$ cat src/include/ssi_pkg.sv
// Constants, register map and state encoding of the motor start sequencer.
package ssi_pkg;

	// ==========================================
	// Clock and time bases
	localparam int unsigned CLK_KHZ       = 100_000;
	localparam int unsigned ALIGN_BASE_MS = 40;
	localparam int unsigned ALIGN_CYC     = ALIGN_BASE_MS * CLK_KHZ;
	localparam int unsigned BRAKE_BASE_MS = 10;
	localparam int unsigned BRAKE_CYC     = BRAKE_BASE_MS * CLK_KHZ;
	localparam int unsigned PROBE_GAP_US  = 100;
	localparam int unsigned PROBE_GAP_CYC = PROBE_GAP_US * CLK_KHZ / 1000;
	localparam int unsigned ACC_TICK_MS   = 1;
	localparam int unsigned ACC_TICK_CYC  = ACC_TICK_MS * CLK_KHZ;
	localparam logic [11:0] PROBE_TMO     = 12'hFFF;
	// Commutation accumulator wraps after six periods of the rate in speed_reg, at 1 uHz units.
	localparam logic [49:0] COMM_WRAP     = 50'(64'd6 * 64'(CLK_KHZ) * 64'd1000 * 64'd1000000);
	localparam logic [31:0] UHZ_PER_DHZ   = 32'h0001_86A0;

	// ==========================================
	// Register map and reset values
	localparam logic [3:0]  ADR_CFG0  = 4'h0;
	localparam logic [3:0]  ADR_CFG1  = 4'h4;
	localparam logic [3:0]  ADR_CFG2  = 4'h8;
	localparam logic [3:0]  ADR_STAT  = 4'hC;
	localparam logic [31:0] CFG0_RST  = 32'h0000_0000;
	localparam logic [31:0] CFG1_RST  = 32'h0000_0000;
	localparam logic [31:0] CFG2_RST  = 32'h0000_0000;
	localparam int unsigned RUN_BIT   = 31;

	// ==========================================
	// Sequencer states
	typedef enum logic [2:0] {
		ST_START  = 3'b000,
		ST_BRAKE  = 3'b001,
		ST_PROBE  = 3'b010,
		ST_ALIGN  = 3'b011,
		ST_ACCEL  = 3'b100,
		ST_CLOSED = 3'b101
	} ssi_state_t;

endpackage : ssi_pkg

$ cat src/rtl/ssi_start_seq.sv
// Start-up sequencer: brake, align, inductive position probe and open-loop acceleration.
// Functional notes
// - Brake turns all three low-side switches on together.
// - Brake is used only when the brake hold time selection is non-zero.
// - Brake ends after current stays below exit threshold for the hold time.
// - With brake enabled, brake precedes probe or align, then start as stationary.
// - With brake disabled, skip brake and start as if stationary.
// - Align drives dc current into V and out of W for selected time.
// - Position probe is enabled when its current limit field is non-zero.
// - Probe pulses follow the order VW, WV, UV, VU, WU, UW.
// - Each pulse ends at current threshold; its rise time is recorded.
// - The pattern with the shortest rise time is the rotor position.
// - Release 0 keeps low side on; release 1 turns all switches off.
// - Driving starts at the detected position plus the selected angle offset.
// - Open loop drives at the selected current and raises commutation rate.
// - Acceleration uses first and second order coefficients until handoff.
// - Five-bit handoff threshold spans 0.8 Hz to 204.8 Hz.
// - After brake or its bypass, probe if enabled, otherwise align.
// - After align or probe, go to open-loop acceleration.
// - Leave acceleration for closed loop once rate exceeds the threshold.
// - A direction pin change during start stops drive and restarts.
//
// The address map and the plain strobed port were decided locally.
`timescale 1ns/100ps

module ssi_start_seq import ssi_pkg::*; #(
	parameter int unsigned ALIGN_BASE = ALIGN_CYC,
	parameter int unsigned BRAKE_BASE = BRAKE_CYC,
	parameter int unsigned PROBE_GAP  = PROBE_GAP_CYC,
	parameter int unsigned ACC_TICK   = ACC_TICK_CYC
) (
	input  wire logic        clk,
	input  wire logic        rstn,
	input  wire logic [3:0]  regAddr,
	input  wire logic [31:0] regWdata,
	input  wire logic        regWr,
	input  wire logic        regRd,
	output logic      [31:0] regRdata,
	input  wire logic        dirPin,
	input  wire logic        brakeCurLowPin,
	input  wire logic        probeHitPin,
	output logic      [2:0]  highSideOn,
	output logic      [2:0]  lowSideOn,
	output logic      [1:0]  driveLevel,
	output logic      [2:0]  brakeExitCurrent,
	output logic      [3:0]  probeCurrentLimit,
	output logic      [2:0]  seqState
);

	// ==========================================
	// Helper functions
	// Gate pattern {high, low} of a phase pair, bit 0 is U, bit 2 is W.
	function automatic logic [5:0] pairGates(input logic [2:0] idx);
		case (idx)
			3'h0: pairGates = {3'h2, 3'h4};
			3'h1: pairGates = {3'h4, 3'h2};
			3'h2: pairGates = {3'h1, 3'h2};
			3'h3: pairGates = {3'h2, 3'h1};
			3'h4: pairGates = {3'h4, 3'h1};
			3'h5: pairGates = {3'h1, 3'h4};
			default: pairGates = 6'h00;
		endcase
	endfunction : pairGates

	// Next pattern index, wrapping after the sixth.
	function automatic logic [2:0] nextIdx(input logic [2:0] idx);
		nextIdx = (idx == 3'h5) ? 3'h0 : idx + 3'h1;
	endfunction : nextIdx

	// First-order acceleration per tick, in uHz per ms, one entry per linear coefficient code.
	localparam logic [31:0] LIN_STEP [8] = '{32'h0000_0013, 32'h0000_0042, 32'h0000_00E6, 32'h0000_0320,
		32'h0000_0AE6, 32'h0000_25E4, 32'h0000_8408, 32'h0001_28E0};

	// ==========================================
	// State
	logic [31:0] cfg0_reg, cfg0_next, cfg1_reg, cfg1_next, cfg2_reg, cfg2_next, rdata_reg, rdata_next;
	logic [2:0]  meta_reg, sync_reg, hs_reg, hs_next, ls_reg, ls_next;
	logic        dirPrev_reg, dirPrev_next, pulse_reg, pulse_next;
	ssi_state_t  state_reg, state_next;
	logic [2:0]  pidx_reg, pidx_next, best_reg, best_next, drv_reg, drv_next;
	logic [11:0] bestT_reg, bestT_next;
	logic [31:0] speed_reg, speed_next, rateX_reg, rateX_next, tmr_reg, tmr_next, tickCnt_reg, tickCnt_next;
	logic [49:0] comm_reg, comm_next;
	logic [1:0]  lvl_reg, lvl_next;

	// Configuration fields.
	logic [2:0]  brakeHoldSel, alignSel, accelLinSel, accelQuadSel, brakeCurSel;
	logic [1:0]  openLoopCurSel, pulseRateSel, angleOffsetSel;
	logic [3:0]  probeLimit;
	logic        releaseSel, runEn, dirChange;
	logic [4:0]  handoffSel;
	logic [31:0] brakeLim, alignLim, gapLim, handoffUhz;

	assign brakeHoldSel   = cfg0_reg[2:0];
	assign brakeCurSel    = cfg0_reg[6:4];
	assign alignSel       = cfg0_reg[10:8];
	assign openLoopCurSel = cfg0_reg[13:12];
	assign runEn          = cfg0_reg[RUN_BIT];
	assign probeLimit     = cfg1_reg[3:0];
	assign releaseSel     = cfg1_reg[4];
	assign pulseRateSel   = cfg1_reg[7:6];
	assign angleOffsetSel = cfg1_reg[9:8];
	assign handoffSel     = cfg1_reg[20:16];
	assign accelLinSel    = cfg2_reg[2:0];
	assign accelQuadSel   = cfg2_reg[6:4];
	// Limits derived from the selections.
	assign brakeLim   = 32'(BRAKE_BASE) * 32'(brakeHoldSel);
	assign alignLim   = 32'(ALIGN_BASE) << alignSel;
	assign gapLim     = 32'(PROBE_GAP) << pulseRateSel;
	assign handoffUhz = (32'h0000_0008 + 32'(handoffSel) * 32'h0000_07F8 / 32'h0000_001F) * UHZ_PER_DHZ;
	assign dirChange  = sync_reg[0] != dirPrev_reg;

	// ==========================================
	// Register bus and pin synchronisers: next values.
	always_comb begin
		cfg0_next  = cfg0_reg;
		cfg1_next  = cfg1_reg;
		cfg2_next  = cfg2_reg;
		rdata_next = 32'h0000_0000;
		if (regWr) begin
			case (regAddr)
				ADR_CFG0: cfg0_next = regWdata;
				ADR_CFG1: cfg1_next = regWdata;
				ADR_CFG2: cfg2_next = regWdata;
				default: ;
			endcase
		end
		if (regRd) begin
			case (regAddr)
				ADR_CFG0: rdata_next = cfg0_reg;
				ADR_CFG1: rdata_next = cfg1_reg;
				ADR_CFG2: rdata_next = cfg2_reg;
				ADR_STAT: rdata_next = {speed_reg[31:12], 1'b0, drv_reg, 1'b0, best_reg, 1'b0, state_reg};
				default: rdata_next = 32'h0000_0000;
			endcase
		end
		dirPrev_next = sync_reg[0];
	end

	// ==========================================
	// Sequencer: next values.
	always_comb begin
		state_next   = state_reg;
		tmr_next     = tmr_reg + 32'h1;
		pidx_next    = pidx_reg;
		best_next    = best_reg;
		bestT_next   = bestT_reg;
		pulse_next   = pulse_reg;
		drv_next     = drv_reg;
		speed_next   = speed_reg;
		rateX_next   = rateX_reg;
		comm_next    = comm_reg;
		tickCnt_next = tickCnt_reg;
		hs_next      = 3'h0;
		ls_next      = 3'h0;
		lvl_next     = 2'h0;
		case (state_reg)
			ST_START: begin
				tmr_next   = 32'h0;
				pidx_next  = 3'h0;
				bestT_next = PROBE_TMO;
				best_next  = 3'h0;
				pulse_next = 1'b1;
				speed_next = 32'h0;
				rateX_next = 32'h0;
				comm_next  = 50'h0;
				if (runEn && brakeHoldSel != 3'h0)
					state_next = ST_BRAKE;
				else if (runEn && probeLimit != 4'h0)
					state_next = ST_PROBE;
				else if (runEn)
					state_next = ST_ALIGN;
			end
			ST_BRAKE: begin
				ls_next = 3'h7;
				if (!sync_reg[1])
					tmr_next = 32'h0;
				else if (tmr_reg >= brakeLim) begin
					tmr_next   = 32'h0;
					state_next = (probeLimit != 4'h0) ? ST_PROBE : ST_ALIGN;
				end
			end
			ST_PROBE: begin
				if (pulse_reg) begin
					{hs_next, ls_next} = pairGates(pidx_reg);
					if (sync_reg[2] || tmr_reg[11:0] == PROBE_TMO) begin
						{hs_next, ls_next} = releaseSel ? 6'h00 : (pairGates(pidx_reg) & 6'h07);
						pulse_next = 1'b0;
						tmr_next   = 32'h0;
						if (tmr_reg[11:0] < bestT_reg) begin
							bestT_next = tmr_reg[11:0];
							best_next  = pidx_reg;
						end
					end
				end else begin
					ls_next = releaseSel ? 3'h0 : 3'(pairGates(pidx_reg) & 6'h07);
					if (tmr_reg >= gapLim) begin
						tmr_next   = 32'h0;
						pulse_next = 1'b1;
						pidx_next  = nextIdx(pidx_reg);
						if (pidx_reg == 3'h5) begin
							state_next = ST_ACCEL;
							drv_next   = 3'((4'(best_reg) + 4'(angleOffsetSel)) % 4'h6);
						end
					end
				end
			end
			ST_ALIGN: begin
				{hs_next, ls_next} = pairGates(3'h0);
				lvl_next = openLoopCurSel;
				if (tmr_reg >= alignLim) begin
					state_next = ST_ACCEL;
					drv_next   = 3'h1;
				end
			end
			ST_ACCEL, ST_CLOSED: begin
				{hs_next, ls_next} = pairGates(drv_reg);
				lvl_next  = openLoopCurSel;
				comm_next = comm_reg + 50'(speed_reg);
				if (comm_next >= COMM_WRAP) begin
					comm_next = comm_next - COMM_WRAP;
					drv_next  = nextIdx(drv_reg);
				end
				if (state_reg == ST_ACCEL) begin
					tickCnt_next = tickCnt_reg + 32'h1;
					if (tickCnt_reg >= 32'(ACC_TICK) - 32'h1) begin
						tickCnt_next = 32'h0;
						rateX_next   = rateX_reg + (32'h1 << {accelQuadSel, 1'b0});
						speed_next   = speed_reg + LIN_STEP[accelLinSel] + rateX_reg;
					end
					if (speed_reg > handoffUhz)
						state_next = ST_CLOSED;
				end
			end
			default: state_next = ST_START;
		endcase
		if (dirChange || !runEn) begin
			state_next         = ST_START;
			{hs_next, ls_next} = 6'h00;
			lvl_next           = 2'h0;
		end
	end

	// ==========================================
	// All registers.
	always_ff @(posedge clk or negedge rstn) begin
		if (!rstn) begin
			cfg0_reg    <= CFG0_RST;
			cfg1_reg    <= CFG1_RST;
			cfg2_reg    <= CFG2_RST;
			rdata_reg   <= 32'h0;
			meta_reg    <= 3'h0;
			sync_reg    <= 3'h0;
			dirPrev_reg <= 1'b0;
			state_reg   <= ST_START;
			tmr_reg     <= 32'h0;
			pidx_reg    <= 3'h0;
			best_reg    <= 3'h0;
			bestT_reg   <= PROBE_TMO;
			pulse_reg   <= 1'b1;
			drv_reg     <= 3'h0;
			speed_reg   <= 32'h0;
			rateX_reg   <= 32'h0;
			comm_reg    <= 50'h0;
			tickCnt_reg <= 32'h0;
			hs_reg      <= 3'h0;
			ls_reg      <= 3'h0;
			lvl_reg     <= 2'h0;
		end else begin
			cfg0_reg    <= cfg0_next;
			cfg1_reg    <= cfg1_next;
			cfg2_reg    <= cfg2_next;
			rdata_reg   <= rdata_next;
			meta_reg    <= {probeHitPin, brakeCurLowPin, dirPin};
			sync_reg    <= meta_reg;
			dirPrev_reg <= dirPrev_next;
			state_reg   <= state_next;
			tmr_reg     <= tmr_next;
			pidx_reg    <= pidx_next;
			best_reg    <= best_next;
			bestT_reg   <= bestT_next;
			pulse_reg   <= pulse_next;
			drv_reg     <= drv_next;
			speed_reg   <= speed_next;
			rateX_reg   <= rateX_next;
			comm_reg    <= comm_next;
			tickCnt_reg <= tickCnt_next;
			hs_reg      <= hs_next;
			ls_reg      <= ls_next;
			lvl_reg     <= lvl_next;
		end
	end

	// Outputs straight from flip-flops.
	assign regRdata          = rdata_reg;
	assign highSideOn        = hs_reg;
	assign lowSideOn         = ls_reg;
	assign driveLevel        = lvl_reg;
	assign brakeExitCurrent  = brakeCurSel;
	assign probeCurrentLimit = probeLimit;
	assign seqState          = state_reg;
endmodule : ssi_start_seq

$ cat config.mk
export PLATFORM = sky130hd
export DESIGN_NAME = ssi_start_seq
export DESIGN_NICKNAME = d
export VERILOG_FILES = /design/src/include/ssi_pkg.sv /design/src/rtl/ssi_start_seq.sv
export SDC_FILE = /design/constraint.sdc
export NUM_CORES = 1
export LEC_CHECK = 0
export BUFFER_PORTS_ARGS = -buffer_cell sky130_fd_sc_hd__buf_2
export CAP_MARGIN = 20
export CORE_MARGIN = 2
export CORE_UTILIZATION = 45
export CTS_BUF_LIST = sky130_fd_sc_hd__clkbuf_4 sky130_fd_sc_hd__clkbuf_8
export DETAILED_ROUTE_END_ITERATION = 7
export PLACE_DENSITY_LB_ADDON = 0.05
export SLEW_MARGIN = 20
export SYNTH_ARGS = -nofsm -noshare
export SYNTH_HDL_FRONTEND = slang
export SYNTH_SLANG_ARGS = --single-unit
$ cat constraint.sdc
create_clock -name clk -period 43.2 [get_ports clk]
set_input_delay 8.64 -clock clk [delete_from_list [all_inputs] [get_ports clk]]
set_output_delay 8.64 -clock clk [all_outputs]
set_load 0.01 [all_outputs]
=== Word level (Yosys, flattened, before mapping) ===
Memory sizes are Yosys's and may differ from the RTL's.
Index checks and enable logic that the tools add are counted.

* Add/sub/neg operators: 11
* Multiply operators: 3
* Div/mod/pow operators: 2
* Magnitude comparators: 8
* Eq/ne operators: 39
* Shift operators: 3
* Muxes and demuxes: 70
* Bitwise gates (word level): 1
* Reductions and logical operators: 25

{| class="wikitable"
|+ Operators with widths
! kind !! number
|-
| 32-bit 2-to-1 mux || 13
|-
| 32-bit one-hot mux with 2 select lines || 2
|-
| 32-bit one-hot mux with 4 select lines || 1
|-
| 50-bit one-hot mux with 2 select lines || 1
|-
| 32-bit adder || 3
|-
| 3-bit 2-to-1 mux || 32
|-
| 32-bit one-hot mux with 3 select lines || 1
|-
| 6-bit one-hot mux with 6 select lines || 2
|-
| 32-bit by 1-bit adder with 32-bit output (second input constant) || 2
|-
| 32-bit greater-or-equal comparator || 2
|-
| 50-bit by 32-bit adder with 50-bit output || 1
|-
| 50-bit greater-or-equal comparator (second input constant) || 1
|-
| 50-bit 2-to-1 mux || 1
|-
| 50-bit subtractor (second input constant) || 1
|-
| 12-bit 2-to-1 mux || 3
|-
| 4-bit by 32-bit adder with 32-bit output (first input constant) || 1
|-
| 16-bit by 5-bit divider with 32-bit output (second input constant) || 1
|-
| 32-bit by 17-bit greater-or-equal comparator with 1-bit output (second input constant) || 1
|-
| 32-bit by 23-bit greater-or-equal comparator with 1-bit output || 1
|-
| 32-bit > comparator || 1
|-
| 32-bit by 12-bit multiplier with 27-bit output (second input constant) || 1
|-
| 1-bit by 4-bit left shift with 32-bit output (first input constant) || 1
|-
| 14-bit by 2-bit left shift with 32-bit output (first input constant) || 1
|-
| 22-bit by 3-bit left shift with 32-bit output (first input constant) || 1
|-
| 41 further kinds || 87
|}

* Register bits after elaboration: 346
* ROM bits: 256
* Input port bits: 43
* Memories kept: 1

{| class="wikitable"
|+ Memories
! memory !! words !! bits a word !! rd ports !! clocked after Yosys merged registers in !! wr ports !! RTL line !! source
|-
| (no name shown) || 8 || 32 || 1 || 0 || 0 || ssi_start_seq.sv:229 || <nowiki>speed_next = speed_reg + LIN_STEP[accelLinSel] + rateX_reg;</nowiki>
|}

=== Longest topological paths before layout ===
* Depth in word-level cells: 9
* Gate-level depth with buffers: 74
* Mapped depth without buffers: 72

=== Worst setup path before layout ===
Ideal clock, no wire load.

* Kind: flip-flop to flip-flop
* Start: register cfg1_reg[18]
* End: register state_reg[1], in the netlist seqState[1]
* Library setup time: 78 ps
* Arrival time: 14845 ps
* Data required time: 43122 ps
* Slack: 28277 ps
* Stages on the path, launching flop included: 69
* Period minus slack after synthesis: 14923 ps
* Cells stage by stage: dfrtp_1 -> fa_1 -> fa_1 -> fa_1 -> ha_1 -> and2b_4 -> o221ai_2 -> a21boi_2 -> or3_4 -> a311oi_4 -> nor2_2 -> o31a_1 -> or4_1 -> nand2b_4 -> a31oi_2 -> o32ai_1 -> maj3_2 -> and2_1 -> (+33 left out) -> nor2b_1 -> nor2_1 -> nor2_1 -> o21ai_0 -> nand2b_1 -> a21oi_1 -> o21bai_1 -> a21oi_1 -> xnor2_1 -> ha_1 -> nand4_1 -> nor4_1 -> a21oi_1 -> o311ai_0 -> a41oi_1 -> or4_1 -> or4b_2 -> a21oi_1

* Cells in the longest elaborated chain, start to end: 7

{| class="wikitable"
|+ RTL lines
! element !! RTL line !! source
|-
| from (decl) || ssi_start_seq.sv:76 || <nowiki>logic [31:0] cfg0_reg, cfg0_next, cfg1_reg, cfg1_next, cfg2_reg, cfg2_next, rdata_reg, rdata_next;</nowiki>
|-
| from (signal assigned) || ssi_start_seq.sv:271 || <nowiki>cfg1_reg <= cfg1_next;</nowiki>
|-
| 5-bit by 8-bit multiplier with 13-bit output || ssi_start_seq.sv:110 || <nowiki>assign handoffUhz = (32'h0000_0008 + 32'(handoffSel) * 32'h0000_07F8 / 32'h0000_001F) * UHZ_PER_DHZ;</nowiki>
|-
| 16-bit by 5-bit divider with 32-bit output || ssi_start_seq.sv:110 ||
|-
| 4-bit by 32-bit adder with 32-bit output || ssi_start_seq.sv:110 ||
|-
| 32-bit by 12-bit multiplier with 27-bit output || ssi_start_seq.sv:110 ||
|-
| 32-bit > comparator || ssi_start_seq.sv:231 || <nowiki>if (speed_reg > handoffUhz)</nowiki>
|-
| 3-bit inequality test (no line) || n/a ||
|-
| 9-bit AND reduction (no line) || n/a ||
|-
| to (signal assigned) || ssi_start_seq.sv:277 || <nowiki>state_reg <= state_next;</nowiki>
|-
| to (decl) || ssi_start_seq.sv:79 || <nowiki>ssi_state_t state_reg, state_next;</nowiki>
|}

No other way between the ends.
A chain may end at the register's enable or synchronous reset.

=== Worst setup path in the final report ===
Same ends and word-level chain as after synthesis.

==> impl_metrics.ini <==
[outcome]
run_status = finished, final reports clean

[detailed_routing]
drtAntennaViolNets = 0
wirelength_mm = 75.4
drc = 0
firstDrtPassIters = 5
drt_iter0_markers = 992
avgRoutedWirePerCell_um = 19.4
vias = 22200
vias_per_cell = 5.71

[worst_setup_path]
critPathSlowestCell = fa_1
max_stage_delay_ns = 0.73
worst-path-max-fanout = 7
crit_type = register to register
path_common_cell = a21oi_1
arrival_ns = 17.86
end_kind = register
cp.required_ns = 43.76
worst-path-buf-inv = 4
cpLargestDelayFamily = compound AO/OA/AOI/OAI gates
startpoint_type = register

[yosys]
synth_seq_area_share = 0.315
ys_ff_latch = 346
synthArstFlopShare = 1.00
synthFlopType = dfrtp_1
yosysWarnings = 0
netlist_instances = 2975
synth-edff-count = 0
syn_area_per_cell_sq_um = 9.26
syn_area_sq_um = 27500
synth_cell_types = 114

[min_path]
hold_path.class = register to register

[layout]
largest_reg_flops = 50
drive_above_1_share = 0.135
final_cell_mix = dfrtp_1, ha_1, inv_1, nor2_1, nand2_1
layout_commonest_cell = dfrtp_1
fillers = 5629
nets = 3485
areaGrowthSynthToFinish_pct = 9.71

[timing]
post-route-period-util = 0.400
rsz0062_at_grt = no
relSlewSlack = 0.294
maxSlewViolCount = 0
tightest_slew_ns = 1.06
fin_setup_tns_ns = 0
hold_violations = 0
max_freq_mhz = 57.8
timing.final.crit_period_ns = 17.30
finClkSkew_ns = 0.0505
setup_viol = 0

[grt]
grt_util_all_layers = 0.242
antenna_found_initial = 1
grt_overflow = 0
grt_pass1_vias = 22200
grt_pass1_wl_mm = 122
grt_max_degree = 93

[die]
chipHeight_um = 251
die_x_um = 251
rows = 90
fp.dieArea_sq_um = 63200
ios = 93
initial_utilization = 0.456
core_area_sq_um = 60500

[clock_network]
cts-root-buf = clkbuf_8
cts_tree = yes
cts_setup_buffers = 0
clock_latency_ns = 0.66
cts_sinks = 346
clockBufferDepth = 3
cts.clk_slew.worst_paths_ns = 0.06
cts_buffers = 67
cts_hold_buf = 0
cts_resized = 0
htree_levels = 3

[job]
maxCapViolCount = 0

[placement]
io_buffer_count = 92
gp_congestion = 0.871
dp_hpwl_mm = 56.1
cell families (layout without fill, tap and decap cells):
kind of cell	count (synthesis)	count (layout)	share of synthesized area
buf+inv	338	461	0.0477
xor+xnor	225	225	0.0724
other cells	1	6	0.000136
fa+ha+maj	390	390	0.194
simple gates	821	821	0.149
flops	346	346	0.315
mux	118	118	0.0478
compound gates	736	736	0.174
worst paths after layout:
path                                               start                       end  slack (ns)  cells past startpoint
min in group asynchronous                           rstn     tmr_reg[30]$_DFF_PN0_        7.99                      1
worst min-delay path               meta_reg[2]$_DFF_PN0_     sync_reg[2]$_DFF_PN0_        0.34                      0
worst max-delay path            cfg1_reg[18]$_DFFE_PN0P_   seqState[1]$_DFFE_PN0P_       25.90                     68
max in group asynchronous                           rstn  comm_reg[21]$_DFFE_PN0P_       32.95                      3
worst max register to register  cfg1_reg[18]$_DFFE_PN0P_   seqState[1]$_DFFE_PN0P_       25.90                     68
worst min register to register     meta_reg[2]$_DFF_PN0_     sync_reg[2]$_DFF_PN0_        0.34                      0
metrics by stage:
stage | instances | util | setup slack, ns | instance area [sq um] | hold WS, ns
final | 3885 | 0.500 | 25.90 | 30200 | 0.343
after global routing | 3884 | 0.500 | 24.54 | 30200 | 0.362
after CTS | 3884 | 0.500 | 26.03 | 30200 | 0.347
after detailed placement | 3766 | 0.476 | 26.14 | 28800 | 0.337
after global placement | 3766 | 0.476 | 26.71 | 28800 | 0.335
after floorplan | 2979 | - | 28.28 | 27600 | 0.331
final cells by class:
type                    count  area, sq um  share of cell area
multi-input cells        2295        17600               0.583
flip-flops and latches    346         8670               0.287
clock buffers             105         1310              0.0433
well taps                 782          978              0.0324
inverters                 227          852              0.0282
repair buffers            116          651              0.0215
clock inverters            13          124             0.00410
diodes                      1         2.50           0.0000828
synthesized netlist by cell type, drive strengths merged (5+ instances only):
library cell,n,share of area
o211ai,13,0.0037
a311oi,5,0.0022
or2,15,0.0035
a21oi,187,0.034
or3,22,0.0052
nor2b,42,0.0095
mux2,105,0.043
nor4,27,0.0077
ha,327,0.15
and4,6,0.0019
nand4,34,0.0077
nor3,52,0.010
nand2b,33,0.0078
fa,62,0.045
a41oi,5,0.0016
a211oi,17,0.0048
o21a,21,0.0057
o22ai,5,0.0016
a21boi,15,0.0042
a21o,42,0.011
o21ai,185,0.034
a31oi,31,0.0075
a211o,8,0.0026
a22o,11,0.0035
xnor2,134,0.043
nand3,86,0.016
buf,24,0.0049
o31ai,17,0.0051
and2,22,0.0050
nor3b,14,0.0038
mux2i,13,0.0049
clkbuf,87,0.012
a22oi,65,0.018
a2111oi,5,0.0018
a32o,6,0.0022
dfrtp,333,0.30
nor2,208,0.029
inv,227,0.031
dfstp,13,0.012
and3,33,0.0075
nand2,206,0.028
o21bai,53,0.015
xor2,91,0.029
per-layer routing:
metal | up-vias | GRT usage | part of all wire
met1 | 11000 | 0.325 | 0.47
li1 | 10700 | - | -
met3 | 77 | 0.0286 | 0.037
met2 | 410 | 0.411 | 0.48
met4 | 0 | 0.0660 | 0.021
met5 | - | 0 | 0
Power is left out: the tool's default activity adds up to more than one toggle a clock period on the data nets, which glitch-free logic cannot reach.
